File: config.mk
export PLATFORM = sky130hd
export DESIGN_NAME = amps_seq
export DESIGN_NICKNAME = d
export VERILOG_FILES = /design/src/shared/amps_pkg.sv /design/src/hdl/amps_seq.sv /design/src/hdl/amps_tick_timer.sv
export VERILOG_INCLUDE_DIRS = /design/src /design/src/shared
export SDC_FILE = /design/constraint.sdc
export NUM_CORES = 1
export LEC_CHECK = 0
export BUFFER_PORTS_ARGS = -buffer_cell sky130_fd_sc_hd__buf_2
export CORE_ASPECT_RATIO = 1.4
export CORE_MARGIN = 3
export CORE_UTILIZATION = 40
export DETAILED_ROUTE_END_ITERATION = 6
export HOLD_SLACK_MARGIN = 0.15
export PLACE_DENSITY = 0.75
export SLEW_MARGIN = 5
export SYNTH_ARGS = -nofsm -noshare
export SYNTH_HDL_FRONTEND = slang
export SYNTH_SLANG_ARGS = --single-unit
export TNS_END_PERCENT = 10
File: constraint.sdc
create_clock -name clk -period 4.15 [get_ports clk]
set_input_delay 0.415 -clock clk [delete_from_list [all_inputs] [get_ports clk]]
set_output_delay 0.415 -clock clk [all_outputs]
set_load 0.03 [all_outputs]
File: src/shared/amps_cfg.svh
// constants for the amplifier mode and protection sequencer
// assumes a 20 mhz system clock and a carrier-tick input from the oscillator select
// Functional notes
// standby, mute and operating modes from mode input
// hold mute about 150 ms before operating
// internal carrier about 350 kHz, resistor set
// dc level on osc pin selects external clock
// stop above 150 C, resume near 130 C
// over-current shuts power stage within 1 us
// retry every 100 ms after over-current
// short check at standby to mute, wait open
// short check before power stage enable
// short check only at start-up, then current limit
// undervoltage stops; restart 100 ms after recovery; if the timer is busy (mute hold) code restarts when that count ends
// overvoltage disables stage until supply drops
// external party drives legal mode levels
// timers count active carrier oscillator cycles
// any protection overrides requested mode
`ifndef AMPS_CFG_SVH
`define AMPS_CFG_SVH
`define AMPS_INT_OSC_HZ 350000
`define AMPS_MUTE_HOLD_MS 150
`define AMPS_RETRY_MS 100
`define AMPS_UV_RESTART_MS 100
`define AMPS_OC_LIMIT_NS 1000
`define AMPS_CLK_NS 50
`define AMPS_MUTE_TICKS ((`AMPS_INT_OSC_HZ / 1000) * `AMPS_MUTE_HOLD_MS)
`define AMPS_RETRY_TICKS ((`AMPS_INT_OSC_HZ / 1000) * `AMPS_RETRY_MS)
`define AMPS_UV_TICKS ((`AMPS_INT_OSC_HZ / 1000) * `AMPS_UV_RESTART_MS)
`define AMPS_OC_MAX_CYC (`AMPS_OC_LIMIT_NS / `AMPS_CLK_NS)
`define AMPS_REG_CTRL 32'h00000000
`define AMPS_REG_STAT 32'h00000004
`define AMPS_REG_IRQ 32'h00000008
`define AMPS_REG_MASK 32'h0000000c
`define AMPS_CTRL_RST 32'h00000000
`define AMPS_MASK_RST 32'h00000000
`define AMPS_EV_OT 0
`define AMPS_EV_OC 1
`define AMPS_EV_UV 2
`define AMPS_EV_OV 3
`define AMPS_EV_SC 4
`define AMPS_EV_RUN 5
`define AMPS_EV_W 6
`endif

File: src/shared/amps_pkg.sv
// types for the amplifier mode and protection sequencer
// assumes nothing beyond the cfg header
package amps_pkg;
  typedef enum logic [1:0] {
    AMPS_REQ_STBY = 2'b00,
    AMPS_REQ_MUTE = 2'b01,
    AMPS_REQ_OPER = 2'b10
  } amps_req_e;
  typedef enum logic [2:0] {
    AMPS_ST_STBY = 3'b000,
    AMPS_ST_CHECK = 3'b001,
    AMPS_ST_MUTE = 3'b010,
    AMPS_ST_HOLD = 3'b011,
    AMPS_ST_OPER = 3'b100,
    AMPS_ST_FAULT = 3'b101
  } amps_state_e;
endpackage

File: src/hdl/amps_seq.sv
// amplifier mode and protection sequencer with apb registers
// assumes analog sensors give synchronous flags; carrier ticks arrive as pulses
`timescale 1ns/10ps
`include "amps_cfg.svh"
module amps_seq #(
  parameter int TW = 20,
  parameter logic [TW-1:0] MUTE_TICKS = TW'(`AMPS_MUTE_TICKS),
  parameter logic [TW-1:0] RETRY_TICKS = TW'(`AMPS_RETRY_TICKS),
  parameter logic [TW-1:0] UV_TICKS = TW'(`AMPS_UV_TICKS)
) (
  input wire logic clk,
  input wire logic sys_rst,
  input wire logic ce,
  input wire logic [1:0] mode_sel,
  input wire logic osc_dc_high,
  input wire logic int_osc_tick,
  input wire logic ext_osc_tick,
  input wire logic temp_over_150,
  input wire logic temp_below_130,
  input wire logic over_current,
  input wire logic out_short,
  input wire logic supply_under,
  input wire logic supply_over,
  input wire logic psel,
  input wire logic penable,
  input wire logic pwrite,
  input wire logic [31:0] paddr,
  input wire logic [31:0] pwdata,
  output logic [31:0] prdata,
  output logic pready,
  output logic pslverr,
  output logic int_osc_en,
  output logic power_stage_en,
  output logic mute_en,
  output logic amp_bias_en,
  output logic irq
);
  amps_pkg::amps_state_e st_ff, nxt_st;
  logic ot_ff, nxt_ot;
  logic oc_ff, nxt_oc;
  logic uv_ff, nxt_uv;
  logic [`AMPS_EV_W-1:0] stat_ff, nxt_stat;
  logic [`AMPS_EV_W-1:0] mask_ff, nxt_mask;
  logic [1:0] ctrl_ff, nxt_ctrl;
  logic [31:0] rd_ff, nxt_rd;
  logic [`AMPS_EV_W-1:0] ev;
  logic tick, tstart, tbusy, tdone, prot, wr, rd;
  logic [TW-1:0] tload;
  amps_pkg::amps_req_e req;

  // decode mode request, software can force standby or mute
  always_comb begin
    req = amps_pkg::amps_req_e'(mode_sel);
    if (mode_sel == 2'b11) req = amps_pkg::AMPS_REQ_MUTE;
    if (ctrl_ff[0]) req = amps_pkg::AMPS_REQ_STBY;
    else if (ctrl_ff[1] && req == amps_pkg::AMPS_REQ_OPER) req = amps_pkg::AMPS_REQ_MUTE;
  end

  // carrier source select: dc level on osc pin turns internal off
  assign int_osc_en = ~osc_dc_high;
  assign tick = osc_dc_high ? ext_osc_tick : int_osc_tick;

  assign wr = psel & penable & pwrite;
  assign rd = psel & ~penable & ~pwrite;
  assign prot = ot_ff | oc_ff | uv_ff | supply_over | over_current | temp_over_150;

  amps_tick_timer #(.W(TW)) u_tmr (
    .clk(clk),
    .sys_rst(sys_rst),
    .ce(ce),
    .start(tstart),
    .load(tload),
    .tick(tick),
    .busy(tbusy),
    .done(tdone)
  );

  // protection latches and sequencing state
  always_comb begin
    nxt_ot = ot_ff;
    nxt_oc = oc_ff;
    nxt_uv = uv_ff;
    nxt_st = st_ff;
    tstart = 1'b0;
    tload = MUTE_TICKS;
    if (temp_over_150) nxt_ot = 1'b1;
    else if (temp_below_130) nxt_ot = 1'b0;
    if (supply_under) nxt_uv = 1'b1;
    if (over_current) begin
      nxt_oc = 1'b1;
      tstart = 1'b1;
      tload = RETRY_TICKS;
    end else if (uv_ff && !supply_under && !tbusy && !oc_ff) begin
      tstart = 1'b1;
      tload = UV_TICKS;
    end
    // a fresh fault in the same cycle as the timer end keeps the latch set
    if (oc_ff && tdone && !over_current) nxt_oc = 1'b0;
    if (uv_ff && tdone && !oc_ff && !supply_under) nxt_uv = 1'b0;
    case (st_ff)
      amps_pkg::AMPS_ST_STBY: begin
        if (req != amps_pkg::AMPS_REQ_STBY) nxt_st = amps_pkg::AMPS_ST_CHECK;
      end
      amps_pkg::AMPS_ST_CHECK: begin
        if (req == amps_pkg::AMPS_REQ_STBY) nxt_st = amps_pkg::AMPS_ST_STBY;
        else if (!out_short) nxt_st = amps_pkg::AMPS_ST_MUTE;
      end
      amps_pkg::AMPS_ST_MUTE: begin
        if (req == amps_pkg::AMPS_REQ_STBY) nxt_st = amps_pkg::AMPS_ST_STBY;
        else if (req == amps_pkg::AMPS_REQ_OPER && !prot) begin
          nxt_st = amps_pkg::AMPS_ST_HOLD;
          if (!over_current && !(uv_ff && !tbusy)) begin
            tstart = 1'b1;
            tload = MUTE_TICKS;
          end
        end
      end
      amps_pkg::AMPS_ST_HOLD: begin
        if (req != amps_pkg::AMPS_REQ_OPER || prot) nxt_st = amps_pkg::AMPS_ST_MUTE;
        else if (tdone) nxt_st = amps_pkg::AMPS_ST_OPER;
      end
      amps_pkg::AMPS_ST_OPER: begin
        if (req == amps_pkg::AMPS_REQ_STBY) nxt_st = amps_pkg::AMPS_ST_STBY;
        else if (req == amps_pkg::AMPS_REQ_MUTE) nxt_st = amps_pkg::AMPS_ST_MUTE;
        else if (prot) nxt_st = amps_pkg::AMPS_ST_FAULT;
      end
      amps_pkg::AMPS_ST_FAULT: begin
        if (req == amps_pkg::AMPS_REQ_STBY) nxt_st = amps_pkg::AMPS_ST_STBY;
        else if (!prot) nxt_st = amps_pkg::AMPS_ST_MUTE;
      end
      default: nxt_st = amps_pkg::AMPS_ST_STBY;
    endcase
  end

  always_ff @(posedge clk) begin
    if (sys_rst) begin
      st_ff <= amps_pkg::AMPS_ST_STBY;
      ot_ff <= 1'b0;
      oc_ff <= 1'b0;
      uv_ff <= 1'b0;
    end else if (ce) begin
      st_ff <= nxt_st;
      ot_ff <= nxt_ot;
      oc_ff <= nxt_oc;
      uv_ff <= nxt_uv;
    end
  end

  // power stage off combinationally on live over-current, overvoltage or over-temperature, one clock later on undervoltage, well under 1 us
  assign power_stage_en = ~sys_rst & ~prot & ~out_short_block() &
                          (st_ff == amps_pkg::AMPS_ST_MUTE || st_ff == amps_pkg::AMPS_ST_HOLD ||
                           st_ff == amps_pkg::AMPS_ST_OPER);
  assign mute_en = (st_ff != amps_pkg::AMPS_ST_OPER);
  assign amp_bias_en = (st_ff != amps_pkg::AMPS_ST_STBY);

  function automatic logic out_short_block();
    out_short_block = (st_ff == amps_pkg::AMPS_ST_CHECK) & out_short;
  endfunction

  // events and register file
  assign ev = {st_ff == amps_pkg::AMPS_ST_OPER, st_ff == amps_pkg::AMPS_ST_CHECK && out_short,
               supply_over, supply_under, over_current, temp_over_150};

  always_comb begin
    nxt_stat = stat_ff;
    nxt_mask = mask_ff;
    nxt_ctrl = ctrl_ff;
    nxt_rd = rd_ff;
    if (wr && paddr == `AMPS_REG_CTRL) nxt_ctrl = pwdata[1:0];
    if (wr && paddr == `AMPS_REG_MASK) nxt_mask = pwdata[`AMPS_EV_W-1:0];
    if (wr && paddr == `AMPS_REG_IRQ) nxt_stat = stat_ff & ~pwdata[`AMPS_EV_W-1:0];
    nxt_stat = nxt_stat | ev; // set wins over clear
    if (rd) begin
      case (paddr)
        `AMPS_REG_CTRL: nxt_rd = {30'h0, ctrl_ff};
        `AMPS_REG_STAT: nxt_rd = {23'h0, st_ff, ot_ff, oc_ff, uv_ff, supply_over, out_short,
                                  tbusy};
        `AMPS_REG_IRQ: nxt_rd = {26'h0, stat_ff};
        `AMPS_REG_MASK: nxt_rd = {26'h0, mask_ff};
        default: nxt_rd = 32'h0;
      endcase
    end
  end

  always_ff @(posedge clk) begin
    if (sys_rst) begin
      stat_ff <= '0;
      mask_ff <= `AMPS_EV_W'(`AMPS_MASK_RST);
      ctrl_ff <= 2'(`AMPS_CTRL_RST);
      rd_ff <= 32'h0;
    end else if (ce) begin
      stat_ff <= nxt_stat;
      mask_ff <= nxt_mask;
      ctrl_ff <= nxt_ctrl;
      rd_ff <= nxt_rd;
    end
  end

  assign prdata = rd_ff;
  assign pready = ce;
  assign pslverr = 1'b0;
  assign irq = |(stat_ff & mask_ff);

  // checks
  property p_ocoff;
    @(posedge clk) disable iff (sys_rst) over_current |-> !power_stage_en;
  endproperty
  a_ocoff: assert property (p_ocoff) else $error("stage on during over-current");
  property p_otoff;
    @(posedge clk) disable iff (sys_rst) ot_ff |-> !power_stage_en;
  endproperty
  a_otoff: assert property (p_otoff) else $error("stage on while hot");
  property p_ovoff;
    @(posedge clk) disable iff (sys_rst) supply_over |-> !power_stage_en;
  endproperty
  a_ovoff: assert property (p_ovoff) else $error("stage on over voltage");
  property p_hold;
    @(posedge clk) disable iff (sys_rst)
      (st_ff == amps_pkg::AMPS_ST_MUTE && nxt_st == amps_pkg::AMPS_ST_HOLD && ce) |=>
      st_ff != amps_pkg::AMPS_ST_OPER;
  endproperty
  a_hold: assert property (p_hold) else $error("mute hold skipped");
  property p_chk;
    @(posedge clk) disable iff (sys_rst)
      (st_ff == amps_pkg::AMPS_ST_CHECK && out_short) |-> !power_stage_en;
  endproperty
  a_chk: assert property (p_chk) else $error("stage on during short");
  property p_stb;
    @(posedge clk) disable iff (sys_rst) st_ff == amps_pkg::AMPS_ST_STBY |-> !amp_bias_en;
  endproperty
  a_stb: assert property (p_stb) else $error("bias on in standby");
  property p_osc;
    @(posedge clk) osc_dc_high |-> !int_osc_en;
  endproperty
  a_osc: assert property (p_osc) else $error("internal osc left on");
  property p_uv;
    @(posedge clk) disable iff (sys_rst) uv_ff |-> !power_stage_en;
  endproperty
  a_uv: assert property (p_uv) else $error("stage on in undervoltage");
  c_oper: cover property (@(posedge clk) st_ff == amps_pkg::AMPS_ST_OPER);
  c_fault: cover property (@(posedge clk) st_ff == amps_pkg::AMPS_ST_FAULT);
  c_irq: cover property (@(posedge clk) irq);
endmodule // amps_seq

File: src/hdl/amps_tick_timer.sv
// down counter of carrier ticks, raises done at terminal count
// assumes tick is one-cycle pulses from the active oscillator
`timescale 1ns/10ps
module amps_tick_timer #(
  parameter int W = 20
) (
  input wire logic clk,
  input wire logic sys_rst,
  input wire logic ce,
  input wire logic start,
  input wire logic [W-1:0] load,
  input wire logic tick,
  output logic busy,
  output logic done
);
  logic [W-1:0] cnt_ff;
  logic [W-1:0] nxt_cnt;
  logic busy_ff;
  logic nxt_busy;
  logic done_ff;
  logic nxt_done;

  // counts ticks of the selected carrier
  always_comb begin
    nxt_cnt = cnt_ff;
    nxt_busy = busy_ff;
    nxt_done = 1'b0;
    if (start) begin
      nxt_cnt = load;
      nxt_busy = 1'b1;
    end else if (busy_ff && tick) begin
      if (cnt_ff <= {{(W-1){1'b0}}, 1'b1}) begin
        nxt_busy = 1'b0;
        nxt_done = 1'b1;
        nxt_cnt = '0;
      end else begin
        nxt_cnt = cnt_ff - {{(W-1){1'b0}}, 1'b1};
      end
    end
  end

  always_ff @(posedge clk) begin
    if (sys_rst) begin
      cnt_ff <= '0;
      busy_ff <= 1'b0;
      done_ff <= 1'b0;
    end else if (ce) begin
      cnt_ff <= nxt_cnt;
      busy_ff <= nxt_busy;
      done_ff <= nxt_done;
    end
  end

  assign busy = busy_ff;
  assign done = done_ff & ce;
endmodule // amps_tick_timer

==> results.tsv <==
metric	value	unit
outcome	completed	
crit_family	simple AND/OR/NAND/NOR gates	
grt_pass1_wl	14100	um
r2r_setup_slack	1610	ps
yosys-top-cells-area	dfxtp_1 (32%), buf_4 (6.3%), a21oi_1 (4.6%)	
crit_start	st_ff[2]	
hpwl	6430	um
nNetsFinal	529	
syn_inst	390	
path_cells	nor3b_1 -> nor2_1 -> nor3_1 -> buf_2	
wl_per_cell	15.4	um
slowest_delay	870	ps
whs	304	ps
die_w	82.0	um
fin_crit_sh	61.8	%
area_growth	12.1	%
crit_type	reg2out	
cts.sinks	51	
cp_slowest_cell	nor3b_1	
r2r-end	u_tmr.cnt_ff[18]	
die_height	112	um
power_density	315	nW/um2
synth.cell_area	3230	um2
final.setup.tns	0	ps
cts_tree	done	
synth_cell_type_count	63	
route.detailed.drc	0	
cp-endpoint	power_stage_en	
ant_nets	0	
worst_pin_slew	1100	ps
crit_path_end_kind	output port	
cts.clk_slew.worst_paths	100	ps
finalWirelength	8400	um
finalSetupViolCount	0	
portBuffers	69	
coreArea	7800	um2
initial_core_util	41.5	%
n_antenna_cell	0	
dr.pass1.iters	4	
crit_fanout	8	
start_kind	register	
critPathBufInv	1	
finalHoldViolations	0	
crit_cells	4	
antenna_found_initial	0	
cp.required	3730	ps
cts_root_buffer	clkbuf_8	
dieArea	9210	um2
skew	14.6	ps
ys_seq_area_share	31.6	%
drt_iter0_drc	222	
min_period	2560	ps
yosysMostFrequentCell	dfxtp_1	
ios	120	
cts_setup_buffers	0	
track_usage	19.0	%
cts_made_buffers	5	
clockBufferDepth	2	
fmax	390	MHz
timing.rr.start	u_tmr.cnt_ff[1]	
ys_seq_elements	51	
clk_latency	310	ps
arrival	2150	ps
maxSlewHeadroom	26.7	%
gp_congestion	0.884	
vias	3153	
netlist_top_cells_count	dfxtp_1 (51), nand2_1 (36), a21oi_1 (30), buf_4 (27), nor2_1 (20)	
synth-edff-count	0	
rsz0062_at_grt	no	
overflow	0	
ys.warnings.count	0	
yosysTopAreaCell	dfxtp_1	
cts_max_level	2	
routed_via_density	5.76	
maxSlewViolCount	0	
synthArstFlopShare	0	%
cap_violations	0	
cts_hold_buffers	0	
grt_pass1_vias	3109	
p_leak	1.35	nW
irDropWorstVdd	169	uV
avgSynthCellArea	8.29	um2
cts_resized	0	
synth.top_cell.area_share	31.6	%
synth-main-ff-cell	dfxtp_1	
drive_gt1_share	22.8	%
holdCritPathClass	in2reg	
grt_max_degree	35	
rows	38	
reg2regPathDepth	7	
==> worst reg2reg max path, cell delays in order, from the launching register on <==
cell	delay (ps)
dfxtp_1	340
inv_1	130
ha_1	240
nor3b_1	710
and3_1	280
nand2_1	100
or4_1	440
a211oi_2	230
==> kinds of logic (layout without fill, tap and decap cells) <==
family | count (synthesis) | in the layout | share of synthesized area, %
AND/OR/NAND/NOR | 153 | 153 | 28.4
AO/OA/AOI/OAI | 105 | 105 | 22.9
buffers and inverters | 62 | 96 | 10.5
flip-flops | 51 | 51 | 31.6
multiplexers | 15 | 15 | 5.46
adder cells (fa/ha/maj) | 2 | 2 | 0.774
other | 1 | 24 | 0.116
XOR/XNOR | 1 | 1 | 0.271
==> how the worst min path moves through the flow <==
stage / start / to / slack (ps) / cells after the start
after floorplan: u_tmr.done_ff / u_tmr.done_ff / 440 / 2
after global placement: prdata[4] / prdata[4] / 440 / 2
after detailed placement: prdata[1] / prdata[1] / 440 / 2
after CTS: pwdata[4] / stat_ff[4] / 300 / 2
after global routing: pwdata[3] / stat_ff[3] / 320 / 2
final: pwdata[3] / stat_ff[3] / 300 / 2
==> registers in the layout, summed over array words and instances, names as in the netlist <==
| register | flops |
|---|---|
| ctrl_ff | 2 |
| mask_ff | 6 |
| oc_ff | 1 |
| ot_ff | 1 |
| prdata | 9 |
| st_ff | 3 |
| stat_ff | 6 |
| u_tmr.busy | 1 |
| u_tmr.cnt_ff | 20 |
| u_tmr.done_ff | 1 |
| uv_ff | 1 |
==> where the power goes <==
| part | switching (W) | internal, W |
|---|---|---|
| registers | 0.0000287 | 0.000510 |
| clock network | 0.000175 | 0.000137 |
| logic | 0.000188 | 0.000105 |
| total | 0.000391 | 0.000752 |
==> stage by stage <==
| stage | power (W) | instance area, um2 | setup slack, ps | utilization [%] | std cells |
|---|---|---|---|---|---|
| after floorplan | 0.000778 | 3320 | 2070 | - | 413 |
| after global placement | 0.000831 | 3530 | 1550 | 45.3 | 539 |
| after detailed placement | 0.000840 | 3530 | 1530 | 45.3 | 539 |
| after CTS | 0.00115 | 3620 | 1610 | 46.5 | 547 |
| after global routing | 0.00120 | 3620 | 1490 | 46.5 | 547 |
| final | 0.00114 | 3620 | 1590 | 46.5 | 547 |
==> cell usage in the layout (no fill, tap or decap), drive strengths merged, types with 4 or more instances in the layout <==
master / count
nor4b: 4
o21ai: 14
dfxtp: 51
buf: 71
nand2b: 7
a31oi: 8
nor2: 21
nand4: 12
nand3: 14
or3: 8
nor4: 14
nor2b: 7
or2: 4
or4: 7
o32ai: 6
a21oi: 31
clkbuf: 7
nor3: 8
and3: 4
o31ai: 7
inv: 17
nand2: 36
conb: 24
a211oi: 12
a311oi: 7
mux2i: 12
==> layout make-up <==
cell class                      count  area [um2]
Fill cell                         793        4170
Sequential cell                    51        1020
Timing Repair Buffer               71         360
Inverter                           17        63.8
Multi-Input combinational cell    300        1960
Clock buffer                        7        86.3
Tap cell                          100         125
Clock inverter                      1        8.76
==> metal layers <==
layer / vias up / wire length [um] / track usage, %
met4: 0 / 185 / 7.32
met1: 1489 / 3310 / 22.1
met3: 13 / 440 / 3.45
li1: 1539 / - / -
met5: - / 0 / 0
met2: 112 / 4460 / 33.7
No activity file was read; power rests on OpenSTA's default activity.
